<file path="config.mk">
export PLATFORM = sky130hd
export DESIGN_NAME = ncs_selector
export DESIGN_NICKNAME = d
export VERILOG_FILES = /design/src/pkg/ncs_pkg.sv /design/src/hdl/ncs_selector.sv /design/src/hdl/ncs_term_map.sv
export SDC_FILE = /design/constraint.sdc
export NUM_CORES = 1
export LEC_CHECK = 0
export ABC_AREA = 1
export BUFFER_PORTS_ARGS = -buffer_cell sky130_fd_sc_hd__buf_2
export CAP_MARGIN = 0
export CELL_PAD_IN_SITES_DETAIL_PLACEMENT = 2
export CELL_PAD_IN_SITES_GLOBAL_PLACEMENT = 2
export CORE_MARGIN = 2
export CORE_UTILIZATION = 37
export DETAILED_ROUTE_END_ITERATION = 16
export PLACE_DENSITY = 0.83
export SETUP_SLACK_MARGIN = 0.2
export SLEW_MARGIN = 20
export SYNTH_ARGS = -nofsm -noshare
export SYNTH_HDL_FRONTEND = slang
export SYNTH_SLANG_ARGS = --single-unit
</file>
<file path="constraint.sdc">
create_clock -name ref_clk_i -period 2.4 [get_ports ref_clk_i]
set_input_delay 0.48 -clock ref_clk_i [delete_from_list [all_inputs] [get_ports ref_clk_i]]
set_output_delay 0.48 -clock ref_clk_i [all_outputs]
set_load 0.02 [all_outputs]
</file>
<file path="src/pkg/ncs_pkg.sv">
// package of the network command source selector: register map, reset values,
// function codes and source encodings.
// assumes a byte-wide register port and a single 250 MHz clock.
package ncs_pkg;

  // register port widths
  localparam int unsigned REG_AW = 4;
  localparam int unsigned REG_DW = 8;

  // register offsets (word index on the plain register port)
  localparam logic [3:0] ADDR_OP_SRC = 4'h0;      // operation_source_param
  localparam logic [3:0] ADDR_SPD_SRC = 4'h1;     // speed_source_param
  localparam logic [3:0] ADDR_WPROT = 4'h2;       // write_protect_param
  localparam logic [3:0] ADDR_OPMODE = 4'h3;      // operation_mode_param
  localparam logic [3:0] ADDR_TFN_FIRST = 4'h4;   // terminal_function_param_first
  localparam logic [3:0] ADDR_TFN_LAST = 4'h8;    // terminal_function_param_last
  localparam logic [3:0] ADDR_STATUS = 4'h9;      // read-only status

  // reset values
  localparam logic [7:0] RST_OP_SRC = 8'h00;
  localparam logic [7:0] RST_SPD_SRC = 8'h00;
  localparam logic [7:0] RST_WPROT = 8'h00;
  localparam logic [7:0] RST_OPMODE = 8'h00;
  localparam logic [7:0] RST_TFN = 8'hFF;         // no function assigned

  // source parameter values
  localparam logic [7:0] SRC_NET = 8'h00;         // network_source
  localparam logic [7:0] WPROT_RUN_WRITE = 8'h02; // writes allowed while running
  localparam logic [7:0] OPMODE_PANEL_ILOCK = 8'h07;

  // terminal function codes
  localparam logic [7:0] FN_LOW = 8'h00;
  localparam logic [7:0] FN_MID = 8'h01;
  localparam logic [7:0] FN_HIGH = 8'h02;
  localparam logic [7:0] FN_RUN_PERMIT = 8'h0A;   // run_permit_input
  localparam logic [7:0] FN_PANEL_ILOCK = 8'h0C;  // panel_interlock_input
  localparam logic [7:0] FN_PID_VALID = 8'h0E;    // pid_valid_input
  localparam logic [7:0] FN_OUT_STOP = 8'h18;     // output_stop_input
  localparam logic [7:0] FN_FWD = 8'h3C;
  localparam logic [7:0] FN_REV = 8'h3D;
  localparam logic [7:0] FN_RESET = 8'h3E;
  localparam logic [7:0] FN_SRC_SWITCH = 8'h43;   // source_switch_input

  // index of each decoded function in the mapper's vectors
  localparam int unsigned FI_LOW = 0;
  localparam int unsigned FI_MID = 1;
  localparam int unsigned FI_HIGH = 2;
  localparam int unsigned FI_RUN = 3;
  localparam int unsigned FI_PANEL = 4;
  localparam int unsigned FI_PID = 5;
  localparam int unsigned FI_OSTOP = 6;
  localparam int unsigned FI_FWD = 7;
  localparam int unsigned FI_REV = 8;
  localparam int unsigned FI_RESET = 9;
  localparam int unsigned FI_SW = 10;
  localparam int unsigned FI_NUM = 11;

  // status register bit positions
  localparam int unsigned ST_OP_NET = 0;
  localparam int unsigned ST_SPD_NET = 1;
  localparam int unsigned ST_SW_LEVEL = 2;
  localparam int unsigned ST_SW_ASSIGNED = 3;
  localparam int unsigned ST_STOPPED = 4;

  // where a command may come from
  typedef enum logic [1:0] {NCS_SRC_TERM, NCS_SRC_NET, NCS_SRC_BOTH} ncs_src_t;

endpackage

</file>
<file path="src/hdl/ncs_selector.sv">
// network command source selector: chooses per command whether terminals,
// the serial link, or both drive the drive controller's command inputs.
// assumes a plain register port, synchronous inputs, one clock, and a
// drive-stopped indication from the operation logic.
// What this block does
// (RULE_01) separate start and speed source selections
// (RULE_02) unassigned switch: sources follow source parameters
// (RULE_03) switch off: terminals only, link ignored
// (RULE_04) switch level sampled only while stopped
// (RULE_05) switch off: link reset request rejected
// (RULE_06) host maps switch via code 67
// (RULE_07) protect value 2: run writes, apply at stop
// (RULE_08) combined, external, network acceptance per function
// (RULE_09) run permit always from terminal
// (RULE_10) pid valid follows speed source
// (RULE_11) output stop becomes interlock in mode 7 when no panel interlock terminal is assigned
// (RULE_12) switching only in network operation mode
// (RULE_13) switch on: sources equal parameter selections
// (RULE_14) effective sources reload only when stopped
module ncs_selector #(
  parameter int unsigned NUM_TERM = 5
) (
  input wire logic ref_clk_i,
  input wire logic rstn_i,
  input wire logic [3:0] reg_addr_i,
  input wire logic [7:0] reg_wdata_i,
  input wire logic reg_we_i,
  input wire logic reg_re_i,
  output logic [7:0] reg_rdata_o,
  input wire logic drive_stopped_i,
  input wire logic net_mode_i,
  input wire logic [NUM_TERM-1:0] term_i,
  input wire logic net_fwd_i,
  input wire logic net_rev_i,
  input wire logic [2:0] net_speed_i,
  input wire logic net_pid_valid_i,
  input wire logic net_output_stop_i,
  input wire logic net_reset_i,
  output logic fwd_o,
  output logic rev_o,
  output logic [2:0] speed_sel_o,
  output logic pid_valid_o,
  output logic run_permit_o,
  output logic output_stop_o,
  output logic panel_interlock_o,
  output logic drive_reset_o
);

  // parameter registers
  logic [7:0] op_src;                  // operation_source_param
  logic [7:0] spd_src;                 // speed_source_param
  logic [7:0] wprot;                   // write_protect_param
  logic [7:0] opmode;                  // operation_mode_param
  logic [NUM_TERM*8-1:0] tfn;          // terminal function codes

  // effective state, refreshed only in stopped cycles
  logic eff_op_net;                    // start commands from the link
  logic eff_spd_net;                   // speed commands from the link
  logic eff_sw_asg;                    // switch function was assigned
  logic eff_sw_lvl;                    // switch level taken at stop

  // decoded terminal functions
  logic [ncs_pkg::FI_NUM-1:0] lvl;
  logic [ncs_pkg::FI_NUM-1:0] asg;

  // combinational helpers
  logic src_wr_ok;
  logic next_sw_on;
  logic next_op_net;
  logic next_spd_net;
  logic reset_block;
  logic ilock_mode;
  logic [7:0] status;
  ncs_pkg::ncs_src_t op_sel;
  ncs_pkg::ncs_src_t spd_sel;

  // select a command from terminal, link, or both
  // with both, either side can assert the command but neither can cancel the other,
  // so a stuck link bit cannot be overridden from the terminals in that mode
  function automatic logic pick(input ncs_pkg::ncs_src_t src, input logic t, input logic n);
    case (src)
      ncs_pkg::NCS_SRC_TERM: pick = t;
      ncs_pkg::NCS_SRC_NET: pick = n;
      default: pick = t | n;
    endcase
  endfunction

  // terminal function decoding
  ncs_term_map #(
    .NUM_TERM(NUM_TERM)
  ) u_map (
    .tfn_i(tfn),
    .term_i(term_i),
    .fn_lvl_o(lvl),
    .fn_asg_o(asg)
  );

  // source parameters are refused while running unless protection allows it
  assign src_wr_ok = drive_stopped_i || (wprot == ncs_pkg::WPROT_RUN_WRITE); // [RULE_07]

  // parameter register writes
  always_ff @(posedge ref_clk_i or negedge rstn_i) begin
    if (!rstn_i) begin
      op_src <= ncs_pkg::RST_OP_SRC;
      spd_src <= ncs_pkg::RST_SPD_SRC;
      wprot <= ncs_pkg::RST_WPROT;
      opmode <= ncs_pkg::RST_OPMODE;
      tfn <= {NUM_TERM{ncs_pkg::RST_TFN}};
    end else if (reg_we_i) begin
      // the two selections are independent registers
      if (reg_addr_i == ncs_pkg::ADDR_OP_SRC && src_wr_ok) begin // [RULE_01]
        op_src <= reg_wdata_i;
      end
      if (reg_addr_i == ncs_pkg::ADDR_SPD_SRC && src_wr_ok) begin // [RULE_07]
        spd_src <= reg_wdata_i;
      end
      if (reg_addr_i == ncs_pkg::ADDR_WPROT) begin
        wprot <= reg_wdata_i;
      end
      if (reg_addr_i == ncs_pkg::ADDR_OPMODE) begin
        opmode <= reg_wdata_i;
      end
      // terminal codes sit at consecutive offsets
      for (int unsigned t = 0; t < NUM_TERM; t++) begin
        if (reg_addr_i == 4'(ncs_pkg::ADDR_TFN_FIRST + t)) begin
          tfn[t*8 +: 8] <= reg_wdata_i;
        end
      end
    end
  end

  // pending source selection from parameters and the switch level
  always_comb begin
    // an unassigned switch behaves like a switch held on
    next_sw_on = !asg[ncs_pkg::FI_SW] || lvl[ncs_pkg::FI_SW]; // [RULE_02] [RULE_13]
    // outside network mode everything but the link reset stays on the terminals
    next_op_net = net_mode_i && next_sw_on && (op_src == ncs_pkg::SRC_NET); // [RULE_12]
    next_spd_net = net_mode_i && next_sw_on && (spd_src == ncs_pkg::SRC_NET); // [RULE_03]
  end

  // effective selections; held while running so a run never changes source
  always_ff @(posedge ref_clk_i or negedge rstn_i) begin
    if (!rstn_i) begin
      eff_op_net <= 1'b0;
      eff_spd_net <= 1'b0;
      eff_sw_asg <= 1'b0;
      eff_sw_lvl <= 1'b0;
    end else if (drive_stopped_i) begin // [RULE_14] [RULE_04]
      eff_op_net <= next_op_net;
      eff_spd_net <= next_spd_net;
      eff_sw_asg <= asg[ncs_pkg::FI_SW];
      eff_sw_lvl <= lvl[ncs_pkg::FI_SW];
    end
  end

  // per-function routing
  always_comb begin
    // the link reset is refused while an assigned switch is off
    reset_block = eff_sw_asg && !eff_sw_lvl; // [RULE_05]
    // output stop turns into an interlock only without an interlock terminal
    ilock_mode = (opmode == ncs_pkg::OPMODE_PANEL_ILOCK) && !asg[ncs_pkg::FI_PANEL]; // [RULE_11]
    op_sel = eff_op_net ? ncs_pkg::NCS_SRC_NET : ncs_pkg::NCS_SRC_TERM;
    spd_sel = eff_spd_net ? ncs_pkg::NCS_SRC_NET : ncs_pkg::NCS_SRC_TERM;
  end

  // start commands follow the operation source
  always_ff @(posedge ref_clk_i or negedge rstn_i) begin
    if (!rstn_i) begin
      fwd_o <= 1'b0;
      rev_o <= 1'b0;
    end else begin
      fwd_o <= pick(op_sel, lvl[ncs_pkg::FI_FWD], net_fwd_i); // [RULE_08]
      rev_o <= pick(op_sel, lvl[ncs_pkg::FI_REV], net_rev_i); // [RULE_08]
    end
  end

  // speed related commands follow the speed source
  always_ff @(posedge ref_clk_i or negedge rstn_i) begin
    if (!rstn_i) begin
      speed_sel_o <= 3'h0;
      pid_valid_o <= 1'b0;
    end else begin
      speed_sel_o[0] <= pick(spd_sel, lvl[ncs_pkg::FI_LOW], net_speed_i[0]);
      speed_sel_o[1] <= pick(spd_sel, lvl[ncs_pkg::FI_MID], net_speed_i[1]);
      speed_sel_o[2] <= pick(spd_sel, lvl[ncs_pkg::FI_HIGH], net_speed_i[2]);
      pid_valid_o <= pick(spd_sel, lvl[ncs_pkg::FI_PID], net_pid_valid_i); // [RULE_10]
    end
  end

  // run permit is a safety input, so the link can never drive it
  always_ff @(posedge ref_clk_i or negedge rstn_i) begin
    if (!rstn_i) begin
      run_permit_o <= 1'b0;
    end else begin
      run_permit_o <= lvl[ncs_pkg::FI_RUN]; // [RULE_09]
    end
  end

  // output stop is combined under link control, else terminal only; in interlock mode it stays low
  always_ff @(posedge ref_clk_i or negedge rstn_i) begin
    if (!rstn_i) begin
      output_stop_o <= 1'b0;
      panel_interlock_o <= 1'b0;
    end else if (ilock_mode) begin
      output_stop_o <= 1'b0;
      panel_interlock_o <= lvl[ncs_pkg::FI_OSTOP]; // [RULE_11]
    end else begin
      output_stop_o <= pick(eff_op_net ? ncs_pkg::NCS_SRC_BOTH : ncs_pkg::NCS_SRC_TERM,
                            lvl[ncs_pkg::FI_OSTOP], net_output_stop_i); // [RULE_08]
      panel_interlock_o <= lvl[ncs_pkg::FI_PANEL];
    end
  end

  // reset from terminal always, from the link only when not blocked
  always_ff @(posedge ref_clk_i or negedge rstn_i) begin
    if (!rstn_i) begin
      drive_reset_o <= 1'b0;
    end else begin
      drive_reset_o <= lvl[ncs_pkg::FI_RESET] || (net_reset_i && !reset_block); // [RULE_05]
    end
  end

  // status word shows the sources in force
  always_comb begin
    status = 8'h00;
    status[ncs_pkg::ST_OP_NET] = eff_op_net;
    status[ncs_pkg::ST_SPD_NET] = eff_spd_net;
    status[ncs_pkg::ST_SW_LEVEL] = eff_sw_lvl;
    status[ncs_pkg::ST_SW_ASSIGNED] = eff_sw_asg;
    status[ncs_pkg::ST_STOPPED] = drive_stopped_i;
  end

  // read data valid one cycle after the strobe, zero otherwise
  always_ff @(posedge ref_clk_i or negedge rstn_i) begin
    if (!rstn_i) begin
      reg_rdata_o <= 8'h00;
    end else if (reg_re_i) begin
      if (reg_addr_i == ncs_pkg::ADDR_OP_SRC) begin
        reg_rdata_o <= op_src;
      end else if (reg_addr_i == ncs_pkg::ADDR_SPD_SRC) begin
        reg_rdata_o <= spd_src;
      end else if (reg_addr_i == ncs_pkg::ADDR_WPROT) begin
        reg_rdata_o <= wprot;
      end else if (reg_addr_i == ncs_pkg::ADDR_OPMODE) begin
        reg_rdata_o <= opmode;
      end else if (reg_addr_i >= ncs_pkg::ADDR_TFN_FIRST &&
                   reg_addr_i <= ncs_pkg::ADDR_TFN_LAST) begin
        // terminal codes; index is offset from the first terminal
        reg_rdata_o <= tfn[(reg_addr_i - ncs_pkg::ADDR_TFN_FIRST)*8 +: 8];
      end else if (reg_addr_i == ncs_pkg::ADDR_STATUS) begin
        reg_rdata_o <= status;
      end else begin
        // unmapped offsets read as zero
        reg_rdata_o <= 8'h00;
      end
    end else begin
      reg_rdata_o <= 8'h00;
    end
  end
endmodule // ncs_selector

</file>
<file path="src/hdl/ncs_term_map.sv">
// terminal function mapper: turns the per-terminal function codes and the
// terminal levels into one level and one assigned flag per function.
// assumes terminal levels are already synchronous to the clock.
module ncs_term_map #(
  parameter int unsigned NUM_TERM = 5
) (
  input wire logic [NUM_TERM*8-1:0] tfn_i,                // function code per terminal
  input wire logic [NUM_TERM-1:0] term_i,                 // terminal levels
  output logic [ncs_pkg::FI_NUM-1:0] fn_lvl_o,            // function active
  output logic [ncs_pkg::FI_NUM-1:0] fn_asg_o             // function assigned
);

  // code that belongs to each function index
  function automatic logic [7:0] fi_code(input int unsigned idx);
    case (idx)
      ncs_pkg::FI_LOW: fi_code = ncs_pkg::FN_LOW;
      ncs_pkg::FI_MID: fi_code = ncs_pkg::FN_MID;
      ncs_pkg::FI_HIGH: fi_code = ncs_pkg::FN_HIGH;
      ncs_pkg::FI_RUN: fi_code = ncs_pkg::FN_RUN_PERMIT;
      ncs_pkg::FI_PANEL: fi_code = ncs_pkg::FN_PANEL_ILOCK;
      ncs_pkg::FI_PID: fi_code = ncs_pkg::FN_PID_VALID;
      ncs_pkg::FI_OSTOP: fi_code = ncs_pkg::FN_OUT_STOP;
      ncs_pkg::FI_FWD: fi_code = ncs_pkg::FN_FWD;
      ncs_pkg::FI_REV: fi_code = ncs_pkg::FN_REV;
      ncs_pkg::FI_RESET: fi_code = ncs_pkg::FN_RESET;
      default: fi_code = ncs_pkg::FN_SRC_SWITCH;
    endcase
  endfunction

  // several terminals may carry one function; their levels are or-ed
  always_comb begin
    fn_lvl_o = '0;
    fn_asg_o = '0;
    for (int unsigned f = 0; f < ncs_pkg::FI_NUM; f++) begin
      for (int unsigned t = 0; t < NUM_TERM; t++) begin
        if (tfn_i[t*8 +: 8] == fi_code(f)) begin // [RULE_06]
          fn_asg_o[f] = 1'b1;
          fn_lvl_o[f] = fn_lvl_o[f] | term_i[t];
        end
      end
    end
  end

endmodule // ncs_term_map

</file>
==> metrics.md <==
| Metric | Value |
|---|---|
| Status | completed |
| Peak supply drop | 0.422 mV |
| Hold WC Path Type | primary input to asynchronous set/reset pin |
| Core footprint | 14,000 um^2 |
| Post-CTS resize count | 0 |
| Vias in the first global route | 5,925 |
| Initial antenna violation count | 0 |
| CTS Buffer Depth | 2 |
| Max Fclk | 523 MHz |
| Unique masters post-synth | 38 |
| TritonCTS Buffers | 9 |
| Via/cell ratio | 5.61 |
| Top FF cell, synth | dfrtp_1 |
| Final-report hold violation count | 0 |
| Sequential Power Share | 44.6% |
| All-Layer GR Usage | 31.1% |
| Crit-path most repeated cell | nor2_1 |
| Top post-synthesis cells by area | dfrtp_1 25%, dfstp_2 20%, nand2_1 15%, o21ai_0 6.9%, inv_1 6.3% |
| Ant. Diodes | 0 |
| Die H | 124 um |
| Hpwl dp | 17.0 mm |
| DRC | 0 |
| Setup WS pre-CTS | 0.253 ns |
| Layout cells sized above 1 | 15.9% |
| Post-synth design cell area | 5340 um^2 |
| Row Count | 43 |
| Leak | 0.00291 uW |
| Die Wd | 124 um |
| Die ar. | 15,400 um^2 |
| Mapped Avg Cell Area | 7.25 um^2 |
| Top cell family by delay on the critical path | simple AND/OR/NAND/NOR gates |
| Comb power frac | 23.1% |
| Synth Register Bits | 94 |
| Crit start category | flop |
| Routed wire length | 22.5 mm |
| Critical path, cell by cell | inv_1 -> nor2_1 -> nand4_1 -> o21ai_0 -> nor2_1 -> a31oi_1 |
| H-tree depth | 3 |
| # nets final | 817 |
| Gp weighted congestion | 0.948 |
| Root Buffer | clkbuf_16 |
| CP bufs+invs | 1 |
| Final setup TNS | 0 ns |
| Worst-Skew Late Latency | 0.36 ns |
| FF-to-FF path depth | 6 |
| Max-slew violations | 0 |
| Io pins | 49 |
| # fillers | 1,676 |
| CTS tree | built |
| Iteration-0 DRC count of the detailed router | 334 |
| Least-Margin Pin Slew | 0.738 ns |
| DR pass1 iterations | 5 |
| Sw Ratio | 35.7% |
| Post-synth EDFFs | 0 |
| Number of setup buffers added after CTS | 0 |
| PwrDens | 866 nW/um^2 |
| Syn Nets | 770 |
| Synth Instances | 736 |
| Sw Pwr | 1880 uW |
| Wire length per cell | 23.2 um |
| Global route total overflow | 0 |
| Vias | 5,435 |
| Crit Reg-Reg Endpoint | fwd_o |
| Period utilisation layout | 79.7% |
| CP endpoint kind | flop |
| Critical path type | flop to flop |
| Final setup vio count | 0 |
| RSZ-0062 raised after global routing | false |
| ANT nets after route | 0 |
| Sequential share of the synthesized area | 45.0% |
| Clk slew on worst S/H paths | 0.08 ns |
| Worst EP arrival | 2.18 ns |
| Input/output buffers | 48 |
| Post-synth top area share | 25.3% |
| Largest net degree at the start of global routing | 55 |
| # clock sinks | 94 |
| Initial core utilization | 38.2% |
| Clock share of power | 32.3% |
| Delay of the slowest critical-path stage | 0.59 ns |
| Yosys Warn Count | 0 |
| Crit path max fanout | 4 |
| Largest area contributor in the netlist | dfrtp_1 |
| Hold bufs inserted after CTS | 0 |
| Max capacitance violation total | 0 |
| Critical path's slowest cell | dfstp_2 |
| Setup WS post-layout | 0.488 ns |
| Pint | 3400 uW |
| Min Clock Period, post-route | 1.91 ns |
| Crit path required time | 2.66 ns |
| Critical R2R Launch | tfn[20] |
| Synth-to-Final Area Change | 14.2% |
| Most frequent cells in the layout | 211 x nand2_1, 90 x inv_1, 82 x nor2_1 |
| Max-slew headroom | 50.3% |
| FF-to-FF setup slack | 0.49 ns |
| First-pass GRT wire length | 34.6 mm |
| Commonest non-fill, non-tap cell in the layout | nand2_1 |
| Ys async rst share | 100% |
| Final Skew | 0.0114 ns |
==> logic make-up (layout without fill, tap and decap cells) <==
kind of cell	count (synthesis)	count (layout)	share of synthesized area (%)
simple gates	395	395	32.3
compound gates	138	138	13.8
buf+inv	106	158	8.16
flops	94	94	45.0
fa+ha+maj	3	3	0.703
==> cell usage after synthesis, types with 2 or more instances <==
| cell type | n |
|---|---|
| buf_2 | 4 |
| a31oi_1 | 4 |
| nor2_1 | 82 |
| dfstp_2 | 40 |
| nor4_1 | 4 |
| nor3_1 | 15 |
| inv_1 | 90 |
| buf_6 | 4 |
| ha_1 | 3 |
| nand3_1 | 40 |
| nand2_1 | 211 |
| nand3_4 | 2 |
| and3_1 | 2 |
| dfrtp_1 | 54 |
| o21ai_1 | 21 |
| o2111ai_1 | 2 |
| nand2_2 | 6 |
| clkbuf_1 | 7 |
| or2_2 | 2 |
| o211ai_1 | 3 |
| nor2_2 | 3 |
| nor2_4 | 2 |
| nand4_1 | 22 |
| a21oi_1 | 24 |
| o22ai_1 | 3 |
| o21ai_0 | 74 |
==> registers in the layout, summed over array words and instances, names as in the netlist, 3 cells and up <==
signal	count
opmode	8
reg_rdata_o	8
spd_src	8
op_src	8
speed_sel_o	3
wprot	8
tfn	40
==> final cells by class <==
| cell class | instances | area, um^2 | share of cell area, % |
|---|---|---|---|
| Sequential cell | 94 | 2400 | 39.4 |
| Inverter | 91 | 344 | 5.64 |
| Clock buffer | 10 | 239 | 3.92 |
| Tap cell | 180 | 225 | 3.69 |
| Multi-Input combinational cell | 536 | 2500 | 41.0 |
| Clock inverter | 6 | 109 | 1.79 |
| Timing Repair Buffer | 51 | 278 | 4.56 |
==> power groups by stage <==
stage	combinational, uW	sequential, uW	clock, uW
floorplan	720	2250	0
global placement	1100	2340	0
detailed placement	1190	2360	0
CTS	1210	2340	1730
global route	1360	2390	1800
finish	1220	2350	1710
==> layer usage <==
layer | wire, um | vias up | global-route usage, % | share of wire (%)
met1 | 9660 | 2744 | 39.1 | 43
met4 | 887 | 0 | 13.5 | 3.9
met2 | 11200 | 147 | 53.7 | 50
met3 | 762 | 48 | 3.66 | 3.4
li1 | - | 2496 | - | -
met5 | 0 | - | 0 | 0
==> worst max-delay path by stage <==
| stage | from | endpoint | slack, ns | cells after the start |
|---|---|---|---|---|
| 5_1_grt | reg_addr_i[2] | opmode[0] | 0.34 | 7 |
| 2_1_floorplan | reg_addr_i[2] | spd_src[5] | 0.34 | 9 |
| 4_1_cts | tfn[20] | fwd_o | 0.54 | 6 |
| 3_3_place_gp | reg_addr_i[2] | reg_rdata_o[5] | 0.37 | 11 |
| 3_5_place_dp | reg_addr_i[2] | spd_src[0] | 0.25 | 8 |
| 6_report | tfn[20] | fwd_o | 0.49 | 6 |
==> worst reg2reg max path, delay by kind of cell (launching register included) <==
kind / cells / cell delay [ns]
AND/OR/NAND/NOR: 3 / 0.62
flip-flops: 1 / 0.59
AO/OA/AOI/OAI: 2 / 0.56
buffers and inverters: 1 / 0.06
==> through the flow <==
step / utilization, % / hold WS, ns / total power, uW / instances / cell area [um^2]
4_1_cts: 43.6 / 0.136 / 5280 / 968 / 6100
3_3_place_gp: 41.1 / 0.481 / 3440 / 952 / 5750
5_1_grt: 43.6 / 0.159 / 5550 / 968 / 6100
2_1_floorplan: - / 0.184 / 2960 / 736 / 5340
3_5_place_dp: 41.1 / 0.506 / 3540 / 952 / 5750
6_report: 43.6 / 0.108 / 5280 / 968 / 6100
Power figures use the tool's default switching activity.
